<file path="src/dbgp_consts.vh">
// dbgp_consts.vh: register offsets, field positions and reset values of the port group
// assumes: included by bare name from the port design file
`ifndef DBGP_CONSTS_VH
`define DBGP_CONSTS_VH
// byte offsets within one group's register set
`define DBGP_OFF_DIR 12'h000
`define DBGP_OFF_DIRCLR 12'h004
`define DBGP_OFF_DIRSET 12'h008
`define DBGP_OFF_DIRTGL 12'h00c
`define DBGP_OFF_OUT 12'h010
`define DBGP_OFF_OUTPUT_CLEAR_REG 12'h014
`define DBGP_OFF_OUTPUT_SET_REG 12'h018
`define DBGP_OFF_OUTPUT_TOGGLE_REG 12'h01c
`define DBGP_OFF_IN 12'h020
`define DBGP_OFF_CTRL 12'h024
`define DBGP_OFF_PINCFG 12'h040
`define DBGP_OFF_PMUX 12'h030
`define DBGP_OFF_ANALOG 12'h038
`define DBGP_OFF_STATUS 12'h03c
`define DBGP_GROUP_STRIDE 12'h080
// local bus window base
`define DBGP_LB_BASE 32'h60000000
// reset values
`define DBGP_RST_ZERO 32'h00000000
// status field positions
`define DBGP_ST_PROT 0
`define DBGP_ST_DBG 1
// resynchronisation depth of the on-demand sampler
`define DBGP_SYNC_CYC 2'h2
// axi responses
`define DBGP_RESP_OKAY 2'h0
`define DBGP_RESP_SLVERR 2'h2
`endif

</file>
<file path="src/dbgp_port.v">
// dbgp_port.v: one gpio port group with axi4-lite (bridge side) and a single-cycle local bus
// assumes: one clock clk (cpu main clock); the bridge path is qualified by apb_tick from the clock divider
//
// Overview of operation
// - group of up to 32 individually driven lines
// - atomic set clear toggle, other pins untouched
// - local bus reaches direction, output, input only
// - pin index equals register bit position
// - peripheral owns pad output, reads pad level
// - reset makes all lines digital-off inputs
// - power-down keeps pad latches, loses configuration
// - keeps running while its clock runs
// - main clock local bus, divided clock bridge
// - local bus wins, bridge access waits
// - input synchronisers run on main clock
// - debug halt freezes nothing
// - protection blocks bridge writes, lifted in debug
// - external debugger writes always succeed
// - analog select disables digital pad features
// - local bus single cycle, byte half word
// - local bus base 0x60000000, same map
// - local bus set clear toggle, input read-only
// - direction one drives output value
// - ones in set clear toggle act
// - on-demand sampling delays read two cycles
// - per-byte sampling bit keeps synchronisers running
//
// The implementer's own choices: the address map and the AXI4-Lite interface to the registers.
`timescale 1ns/1ps
`include "dbgp_consts.vh"

module dbgp_port #(
	parameter NPINS = 32,
	parameter [31:0] IMPL_MASK = 32'hffffffff
) (
	// clock and reset
	input wire clk,
	input wire rst,
	// bridge path pacing (divided clock enable), protection and debug
	input wire apb_tick,
	input wire prot_en,
	input wire cpu_halted,
	input wire ext_dbg,
	// power-down of the group
	input wire pwr_down,
	// axi4-lite slave
	input wire [31:0] s_awaddr,
	input wire s_awvalid,
	output reg s_awready,
	input wire [31:0] s_wdata,
	input wire [3:0] s_wstrb,
	input wire s_wvalid,
	output reg s_wready,
	output reg [1:0] s_bresp,
	output reg s_bvalid,
	input wire s_bready,
	input wire [31:0] s_araddr,
	input wire s_arvalid,
	output reg s_arready,
	output reg [31:0] s_rdata,
	output reg [1:0] s_rresp,
	output reg s_rvalid,
	input wire s_rready,
	// cpu local bus
	input wire lb_sel,
	input wire lb_write,
	input wire [31:0] lb_addr,
	input wire [1:0] lb_size,
	input wire [31:0] lb_wdata,
	output reg [31:0] lb_rdata,
	// pads
	input wire [NPINS-1:0] pad_in,
	output reg [NPINS-1:0] pad_out,
	output reg [NPINS-1:0] pad_oe_n,
	output reg [NPINS-1:0] pad_ie,
	output reg [NPINS-1:0] pad_pull_en,
	// peripheral takeover
	input wire [NPINS-1:0] per_out,
	input wire [NPINS-1:0] per_oe,
	output reg [NPINS-1:0] per_in
);

	// only the implemented lines of the group take part
	localparam [NPINS-1:0] MASK = IMPL_MASK[NPINS-1:0];
	localparam S_IDLE = 2'h0;
	localparam S_WAIT = 2'h1;
	localparam S_RESP = 2'h2;

	// --------------------------------------------------
	// helpers
	// --------------------------------------------------
	function [31:0] lane_mask;
		input [1:0] size;
		input [1:0] a;
		begin
			case (size)
				2'h0: lane_mask = 32'h000000ff << {a, 3'h0};
				2'h1: lane_mask = a[1] ? 32'hffff0000 : 32'h0000ffff;
				default: lane_mask = 32'hffffffff;
			endcase
		end
	endfunction

	function [31:0] strb_mask;
		input [3:0] s;
		begin
			strb_mask = {{8{s[3]}}, {8{s[2]}}, {8{s[1]}}, {8{s[0]}}};
		end
	endfunction

	// zero-extend a pin vector to a bus word; unimplemented bits read zero
	function [31:0] widen;
		input [NPINS-1:0] v;
		begin
			widen = 32'h0;
			widen[NPINS-1:0] = v;
		end
	endfunction

	// apply one write op to a direction or output register; only ones in the mask act
	function [NPINS-1:0] apply_op;
		input [NPINS-1:0] cur;
		input [1:0] op;
		input [NPINS-1:0] d;
		input [NPINS-1:0] m;
		begin
			case (op)
				2'h0: apply_op = (cur & ~m) | (d & m);
				2'h1: apply_op = cur & ~(d & m);
				2'h2: apply_op = cur | (d & m);
				default: apply_op = cur ^ (d & m);
			endcase
		end
	endfunction

	// --------------------------------------------------
	// state
	// --------------------------------------------------
	reg [NPINS-1:0] dir_r, dir_nxt;
	reg [NPINS-1:0] out_r, out_nxt;
	reg [NPINS-1:0] input_buffer_enable_r, pmux_en_r, pull_r, analog_r;
	reg [3:0] samp_r;
	reg [NPINS-1:0] sync1_r, sync2_r;
	reg [1:0] ax_state_r;
	reg [31:0] awaddr_r, araddr_r, wdata_r;
	reg [3:0] wstrb_r;
	reg aw_have_r, w_have_r, ar_pend_r;
	reg [1:0] rd_wait_r;
	reg [NPINS-1:0] pad_out_nxt, pad_oe_n_nxt, pad_ie_nxt, pad_pull_nxt, per_in_nxt;

	wire [11:0] lb_off = lb_addr[11:0];
	// compare only the window bits of the base so the widths match
	wire [31:0] lb_base = `DBGP_LB_BASE;
	wire lb_hit = lb_sel && (lb_addr[31:12] == lb_base[31:12]);
	wire lb_is_dio = (lb_off[11:5] == 7'h0);
	wire lb_wr = lb_hit && lb_write && lb_is_dio;
	// bridge writes blocked by protection unless halted or from the debugger
	wire wr_allowed = !prot_en || cpu_halted || ext_dbg;
	wire [11:0] aw_off = awaddr_r[11:0];
	wire [11:0] ar_off = araddr_r[11:0];
	// bridge access moves only on the divided tick and never beside a local access
	wire bus_go = apb_tick && !lb_hit;
	wire wr_go = aw_have_r && w_have_r && bus_go && ax_state_r == S_IDLE;
	wire [NPINS-1:0] wmask = strb_mask(wstrb_r) & MASK;
	wire [NPINS-1:0] lmask = lane_mask(lb_size, lb_addr[1:0]) & MASK;
	// only with every group sampling can a read skip the on-demand delay
	wire samp_all = &samp_r;
	wire [NPINS-1:0] samp_mask = {{8{samp_r[3]}}, {8{samp_r[2]}}, {8{samp_r[1]}}, {8{samp_r[0]}}};
	// a bridge read in flight clocks every synchroniser
	wire rd_demand = ar_pend_r || rd_wait_r != 2'h0;
	wire [NPINS-1:0] sync_run = samp_mask | {NPINS{rd_demand}};

	// --------------------------------------------------
	// direction and output next values
	// --------------------------------------------------
	always @* begin
		dir_nxt = dir_r;
		out_nxt = out_r;
		// local write takes the cycle; the bridge write waits for a cycle with no local access
		if (lb_wr) begin
			if (lb_off[4] == 1'b0)
				dir_nxt = apply_op(dir_r, lb_off[3:2], lb_wdata[NPINS-1:0], lmask);
			else
				out_nxt = apply_op(out_r, lb_off[3:2], lb_wdata[NPINS-1:0], lmask);
		end else if (wr_go && wr_allowed && aw_off[11:5] == 7'h0) begin
			if (aw_off[4] == 1'b0)
				dir_nxt = apply_op(dir_r, aw_off[3:2], wdata_r[NPINS-1:0], wmask);
			else
				out_nxt = apply_op(out_r, aw_off[3:2], wdata_r[NPINS-1:0], wmask);
		end
	end

	// --------------------------------------------------
	// registers and axi4-lite slave
	// --------------------------------------------------
	always @(posedge clk) begin
		if (rst || pwr_down) begin
			dir_r <= {NPINS{1'b0}};
			out_r <= {NPINS{1'b0}};
			input_buffer_enable_r <= {NPINS{1'b0}};
			pmux_en_r <= {NPINS{1'b0}};
			pull_r <= {NPINS{1'b0}};
			analog_r <= {NPINS{1'b0}};
			samp_r <= 4'h0;
			ax_state_r <= S_IDLE;
			aw_have_r <= 1'b0;
			w_have_r <= 1'b0;
			ar_pend_r <= 1'b0;
			rd_wait_r <= 2'h0;
			awaddr_r <= `DBGP_RST_ZERO;
			araddr_r <= `DBGP_RST_ZERO;
			wdata_r <= `DBGP_RST_ZERO;
			wstrb_r <= 4'h0;
			s_awready <= 1'b0;
			s_wready <= 1'b0;
			s_arready <= 1'b0;
			s_bvalid <= 1'b0;
			s_bresp <= `DBGP_RESP_OKAY;
			s_rvalid <= 1'b0;
			s_rresp <= `DBGP_RESP_OKAY;
			s_rdata <= `DBGP_RST_ZERO;
			lb_rdata <= `DBGP_RST_ZERO;
		end else begin
			dir_r <= dir_nxt;
			out_r <= out_nxt;
			// local reads answer at the next edge and never stall
			if (lb_hit && !lb_write)
				lb_rdata <= lb_is_dio && !lb_off[4] ? widen(dir_r) :
					lb_is_dio ? widen(out_r) :
					(lb_off == `DBGP_OFF_IN) ? widen(sync2_r & input_buffer_enable_r & MASK) :
					`DBGP_RST_ZERO;
			// write address and data taken in either order
			s_awready <= !aw_have_r && s_awvalid && !s_awready;
			s_wready <= !w_have_r && s_wvalid && !s_wready;
			if (s_awvalid && s_awready) begin
				aw_have_r <= 1'b1;
				awaddr_r <= s_awaddr;
			end
			if (s_wvalid && s_wready) begin
				w_have_r <= 1'b1;
				wdata_r <= s_wdata;
				wstrb_r <= s_wstrb;
			end
			if (wr_go) begin
				aw_have_r <= 1'b0;
				w_have_r <= 1'b0;
				s_bvalid <= 1'b1;
				s_bresp <= (aw_off > `DBGP_OFF_PINCFG) ? `DBGP_RESP_SLVERR : `DBGP_RESP_OKAY;
				if (wr_allowed) begin
					if (aw_off == `DBGP_OFF_CTRL)
						samp_r <= wdata_r[3:0] & {4{wstrb_r[0]}};
					if (aw_off == `DBGP_OFF_PMUX)
						pmux_en_r <= apply_op(pmux_en_r, 2'h0, wdata_r[NPINS-1:0], wmask);
					if (aw_off == `DBGP_OFF_PINCFG)
						input_buffer_enable_r <= apply_op(input_buffer_enable_r, 2'h0, wdata_r[NPINS-1:0], wmask);
					if (aw_off == `DBGP_OFF_ANALOG)
						analog_r <= apply_op(analog_r, 2'h0, wdata_r[NPINS-1:0], wmask);
					if (aw_off == `DBGP_OFF_STATUS)
						pull_r <= apply_op(pull_r, 2'h0, wdata_r[NPINS-1:0], wmask);
				end
			end
			if (s_bvalid && s_bready)
				s_bvalid <= 1'b0;
			// reads: on-demand sampling adds two cycles before data
			s_arready <= !ar_pend_r && !s_rvalid && s_arvalid && !s_arready;
			if (s_arvalid && s_arready) begin
				ar_pend_r <= 1'b1;
				araddr_r <= s_araddr;
				rd_wait_r <= samp_all ? 2'h0 : `DBGP_SYNC_CYC;
			end
			if (ar_pend_r && rd_wait_r != 2'h0)
				rd_wait_r <= rd_wait_r - 2'h1;
			if (ar_pend_r && rd_wait_r == 2'h0 && bus_go) begin
				ar_pend_r <= 1'b0;
				s_rvalid <= 1'b1;
				s_rresp <= (ar_off > `DBGP_OFF_PINCFG) ? `DBGP_RESP_SLVERR : `DBGP_RESP_OKAY;
				case (ar_off)
					`DBGP_OFF_DIR, `DBGP_OFF_DIRCLR, `DBGP_OFF_DIRSET, `DBGP_OFF_DIRTGL:
						s_rdata <= widen(dir_r);
					`DBGP_OFF_OUT, `DBGP_OFF_OUTPUT_CLEAR_REG, `DBGP_OFF_OUTPUT_SET_REG, `DBGP_OFF_OUTPUT_TOGGLE_REG:
						s_rdata <= widen(out_r);
					`DBGP_OFF_IN: s_rdata <= widen(sync2_r & input_buffer_enable_r & MASK);
					`DBGP_OFF_CTRL: s_rdata <= {28'h0, samp_r};
					`DBGP_OFF_PMUX: s_rdata <= widen(pmux_en_r);
					`DBGP_OFF_PINCFG: s_rdata <= widen(input_buffer_enable_r);
					`DBGP_OFF_ANALOG: s_rdata <= widen(analog_r);
					`DBGP_OFF_STATUS: s_rdata <= widen(pull_r);
					default: s_rdata <= `DBGP_RST_ZERO;
				endcase
			end
			if (s_rvalid && s_rready)
				s_rvalid <= 1'b0;
		end
	end

	// --------------------------------------------------
	// input synchronisers on the main clock
	// --------------------------------------------------
	// a line runs while its byte group samples or a bridge read waits; others hold
	always @(posedge clk) begin
		if (rst || pwr_down) begin
			sync1_r <= {NPINS{1'b0}};
			sync2_r <= {NPINS{1'b0}};
		end else begin
			sync1_r <= (pad_in & sync_run) | (sync1_r & ~sync_run);
			sync2_r <= (sync1_r & sync_run) | (sync2_r & ~sync_run);
		end
	end

	// --------------------------------------------------
	// pad drive next values
	// --------------------------------------------------
	always @* begin
		// peripheral takes the pad, analog removes all digital paths
		pad_out_nxt = ~analog_r & ((pmux_en_r & per_out) | (~pmux_en_r & out_r)) & MASK;
		pad_oe_n_nxt = ~(~analog_r & ((pmux_en_r & per_oe) | (~pmux_en_r & dir_r)) & MASK);
		pad_ie_nxt = ~analog_r & (input_buffer_enable_r | pmux_en_r) & MASK;
		// a direction bit of one switches the pull off
		pad_pull_nxt = ~analog_r & ~dir_r & pull_r & MASK;
		per_in_nxt = pmux_en_r & ~analog_r & pad_in;
	end

	// --------------------------------------------------
	// pad drive; debug halt freezes nothing here
	// --------------------------------------------------
	always @(posedge clk) begin
		if (rst) begin
			pad_out <= {NPINS{1'b0}};
			pad_oe_n <= {NPINS{1'b1}};
			pad_ie <= {NPINS{1'b0}};
			pad_pull_en <= {NPINS{1'b0}};
			per_in <= {NPINS{1'b0}};
		end else if (!pwr_down) begin
			// pad latches hold their last state while the group is powered down
			pad_out <= pad_out_nxt;
			pad_oe_n <= pad_oe_n_nxt;
			pad_ie <= pad_ie_nxt;
			pad_pull_en <= pad_pull_nxt;
			per_in <= per_in_nxt;
		end
	end

endmodule // dbgp_port

</file>
<file path="config.mk">
export PLATFORM = sky130hd
export DESIGN_NAME = dbgp_port
export DESIGN_NICKNAME = d
export VERILOG_FILES = /design/src/dbgp_port.v
export VERILOG_INCLUDE_DIRS = /design/src
export SDC_FILE = /design/constraint.sdc
export NUM_CORES = 2
export LEC_CHECK = 0
export ABC_CLOCK_PERIOD_IN_PS = 4700
export CAP_MARGIN = 25
export CELL_PAD_IN_SITES_DETAIL_PLACEMENT = 1
export CELL_PAD_IN_SITES_GLOBAL_PLACEMENT = 2
export CORE_MARGIN = 2
export CORE_UTILIZATION = 40
export DETAILED_ROUTE_END_ITERATION = 6
export DONT_BUFFER_PORTS = 1
export HOLD_SLACK_MARGIN = 0.12
export PLACE_DENSITY = 0.87
export REMOVE_ABC_BUFFERS = 1
export SKIP_LAST_GASP = 1
export SLEW_MARGIN = 10
export SYNTH_ARGS = -nofsm -noshare
export SYNTH_HDL_FRONTEND = slang
export SYNTH_SLANG_ARGS = --single-unit
export TNS_END_PERCENT = 5
</file>
<file path="constraint.sdc">
create_clock -name clk -period 4.7 [get_ports clk]
set_input_delay 0.705 -clock clk [delete_from_list [all_inputs] [get_ports clk]]
set_output_delay 0.705 -clock clk [all_outputs]
set_load 0.1 [all_outputs]
</file>
==> results.rst <==
.. list-table::
   :header-rows: 1

   * - Metric
     - Value
   * - Outcome
     - finished, final reports clean
   * - Minimum setup slack among reg-to-reg paths
     - 1230 ps
   * - Max-cap check violation count
     - 0
   * - Vertical extent of the die
     - 274.4 um
   * - Path class of the lowest-slack min-delay path
     - input port to flop
   * - Final hold violation count
     - 0
   * - Termination of the worst setup path
     - s_rdata[31]
   * - Clock root buffer
     - sky130_fd_sc_hd__clkbuf_16
   * - Final routed wirelength across all metal layers
     - 119500 um
   * - Switching share of total power
     - 23.86%
   * - Number of top-level pins
     - between 500 and 600
   * - Upper clock frequency limit
     - just under 300 MHz
   * - Met3 capacity usage during global routing
     - under 10%
   * - RSZ-0062 raised after global routing
     - no
   * - Most common cell after layout, fill and taps aside
     - sky130_fd_sc_hd__nand2_1
   * - Initial antenna violation count
     - 6
   * - Power density cells
     - 330.0 nW/um^2
   * - Final non-filler cell total
     - 4574
   * - Number of H-tree levels
     - 3
   * - Endpoint required time on the critical path
     - 5270 ps
   * - HPWL reported at the end of detailed placement
     - 76490 um
   * - Clock Power Share
     - 51.7%
   * - Shortest clock period the worst path allows after layout
     - between 3000 and 4000 ps
   * - Hold buffers post-CTS
     - 0
   * - TritonCTS Buffers
     - 68
   * - Kind of start point of the critical path
     - flop
   * - Post-synth EDFFs
     - 0
   * - Post-synth cell types
     - 65
   * - Flip-flop and latch count after synthesis
     - 556
   * - Clock latency at the later pin of the worst-skew pair
     - 620 ps
   * - Total DRC errors in the routed layout
     - 0
   * - Full die area
     - 75290 um^2
   * - Wire length of the first global-routing pass
     - roughly 170000 um
   * - Routing layer with the top usage in global route
     - met2
   * - Clock sink total
     - 556
   * - Max FO, Critical Path
     - 19
   * - Top flip-flop cell by instance count after synthesis
     - sky130_fd_sc_hd__dfxtp_1
   * - Peak supply drop
     - 233.5 uV
   * - Per-cell routed wire length
     - approximately 26 um
   * - Sw power
     - about 2.5 mW
   * - Yosys warning count
     - 0
   * - Port buffer count
     - 0
   * - Number of cells on the worst reg-to-reg path
     - 9
   * - Number of gates resized after CTS
     - 0
   * - Capture point of the worst reg-to-reg path
     - s_rdata[31]
   * - Type of element capturing the critical path
     - flop
   * - Final global-route overflow total
     - 0
   * - Iteration-0 DRC count of the detailed router
     - 1722
   * - Number of vias in the routed layout
     - 27481
   * - CTS tree
     - done
   * - Number of vias per cell after detailed routing
     - 6.008
   * - Sequential fraction of the synthesis area
     - 38.06%
   * - Number of antenna-violating nets in the routed design
     - 0
   * - Critical R2R Launch
     - araddr_r[4]
   * - Number of nets in the layout
     - 3964
   * - Global placer's final weighted congestion
     - 0.8022
   * - Commonest cells after routing, fill and taps aside
     - 697 x sky130_fd_sc_hd__nand2_1, 552 x sky130_fd_sc_hd__dfxtp_1, 499 x sky130_fd_sc_hd__nor2_1, 317 x sky130_fd_sc_hd__a21oi_1, 262 x sky130_fd_sc_hd__mux2i_1
   * - Slew at the pin closest to its max-slew limit
     - 1205 ps
   * - Area overhead of the layout relative to synthesis
     - 10.21%
   * - Vias in the first global route
     - about 27000
   * - Count of TritonRoute iterations in the first routing pass
     - 7
   * - Hold WS
     - between 150 and 200 ps
   * - Clock Skews
     - approximately 25 ps
   * - # rows
     - 99
   * - Part of the power in registers
     - 44.6%
   * - Kind of critical path
     - flop to flop
   * - Cells after DPL
     - 4447
   * - Routing usage on met2
     - between 50 and 60%
   * - Proportion of power drawn by combinational gates
     - 3.7%
   * - Internal cell power
     - 8.098 mW
   * - CP arrival
     - 4040 ps
   * - Avg Cell Area, Syn
     - a little under 8 um^2
   * - Number of max-slew violations in the final report
     - 0
   * - Max-slew headroom at the worst pin
     - 19.64%
   * - Share of layout cells above drive strength 1
     - 7.731%
   * - Initial core utilization
     - 40.22%
   * - Number of instances in the synthesized netlist
     - about 3700
   * - Multi-input gate area
     - between 15000 and 20000 um^2
   * - Final-layout setup total negative slack
     - 0 ps
   * - FFs w/ async S/R, synth
     - 0%
   * - Die outline width
     - about 270 um
   * - Overall fraction of global-route tracks in use
     - a little under a third
   * - Setup repair bufs after CTS
     - 0
   * - Post-Place Setup Slack
     - 1159 ps
   * - Global routing met1 resource utilization
     - roughly two fifths
   * - CTS max path bufs
     - 3
   * - Static leakage
     - 11.64 nW
   * - Register cell area after layout
     - 11150 um^2
   * - Minimum setup slack in the final design
     - 1231 ps
   * - Floorplan core area
     - 72710 um^2
   * - Post-synthesis cell area
     - 29240 um^2
   * - # fillers
     - 8722
   * - Crit share post-route
     - 73.80%
   * - Setup-failing EPs final
     - 0
   * - Clock slew seen by the registers of the worst setup and hold paths
     - 60 ps
   * - CP Launch Point
     - araddr_r[4]
   * - Largest net degree at the start of global routing
     - 230
==> cells in the mapped netlist (28+ instances only) <==
master / number / area (um^2)
sky130_fd_sc_hd__nor3_1: 79 / 395.4
sky130_fd_sc_hd__nor2b_1: 34 / 212.7
sky130_fd_sc_hd__a22o_1: 62 / 543.0
sky130_fd_sc_hd__nand2_1: 699 / 2624
sky130_fd_sc_hd__mux2_2: 34 / 382.9
sky130_fd_sc_hd__dfxtp_1: 556 / 11130
sky130_fd_sc_hd__buf_1: 28 / 105.1
sky130_fd_sc_hd__ha_1: 129 / 1614
sky130_fd_sc_hd__or2_2: 37 / 231.5
sky130_fd_sc_hd__inv_1: 74 / 277.8
sky130_fd_sc_hd__clkbuf_1: 217 / 814.5
sky130_fd_sc_hd__mux2i_1: 263 / 2633
sky130_fd_sc_hd__o22ai_1: 48 / 300.3
sky130_fd_sc_hd__nor2_1: 504 / 1892
sky130_fd_sc_hd__a22oi_1: 54 / 405.4
sky130_fd_sc_hd__a21oi_1: 317 / 1587
sky130_fd_sc_hd__o21ai_0: 223 / 1116
sky130_fd_sc_hd__a221o_1: 33 / 330.3
sky130_fd_sc_hd__a32oi_1: 62 / 543.0
sky130_fd_sc_hd__a311oi_1: 47 / 411.6
==> worst min path at each step <==
stage               start          end  cells after the start
floorplan            flop         flop                      2
global route          rst   per_in[18]                      1
detailed placement   flop         flop                      2
finish                rst   pad_ie[18]                      1
global placement     flop         flop                      2
CTS                   rst  pad_out[23]                      1
==> power by group through the flow <==
stage / Combinational (mW) / Clock [mW] / Sequential (mW)
after floorplan: 0.247 / 0 / 4.84
after global placement: 0.387 / 0 / 4.84
after detailed placement: 0.394 / 0 / 4.84
after CTS: 0.396 / 5.59 / 4.74
after global routing: 0.436 / 5.76 / 4.74
final: 0.398 / 5.50 / 4.74
==> worst max-delay path, cell delays in order (launching register included) <==
cell and delay, ps:
sky130_fd_sc_hd__dfxtp_4 650, sky130_fd_sc_hd__nor4bb_4 700, sky130_fd_sc_hd__buf_4 340, sky130_fd_sc_hd__and2_1 150
sky130_fd_sc_hd__buf_4 330, sky130_fd_sc_hd__nor2b_2 330, sky130_fd_sc_hd__buf_4 460, sky130_fd_sc_hd__a21oi_1 140
sky130_fd_sc_hd__a31oi_1 180, sky130_fd_sc_hd__a21o_1 110
==> cell families after synthesis <==
logic type                 after synthesis  synth area share [%]
other                                    1               0.01282
buffers and inverters                  353                 4.822
and+or+nand+nor                       1447                 20.87
muxes                                  297                 10.31
AOI/OAI and AO/OA                      934                 20.40
adders and majority gates              129                 5.519
DFF                                    556                 38.06
==> layout make-up <==
| cell class | instances | area share (%) |
|---|---|---|
| diodes | 6 | 0.04659 |
| clock buffers | 96 | 6.235 |
| clock inverters | 24 | 0.9007 |
| inverters | 74 | 0.8618 |
| multi-input cells | 2809 | 52.23 |
| flip-flops and latches | 556 | 34.58 |
| well taps | 959 | 3.723 |
| repair buffers | 50 | 1.425 |
==> per-stage QoR <==
step / util (%) / instance area [um^2] / total power [mW]
2_1_floorplan: - / 28120 / 5.091
3_3_place_gp: 41.04 / 29840 / 5.229
3_5_place_dp: 41.14 / 29910 / 5.237
4_1_cts: 44.30 / 32210 / 10.73
5_1_grt: 44.31 / 32210 / 10.93
6_report: 44.33 / 32230 / 10.64
==> routing by layer <==
metal | share of wire [%] | wire length (um) | up-vias
met5 | 0.050 | 60 | -
met4 | 3.8 | 4536 | 10
met3 | 6.8 | 8178 | 221
met2 | 47 | 56030 | 841
met1 | 42 | 50740 | 13676
li1 | - | - | 12733
No activity file was read; power rests on OpenSTA's default activity.
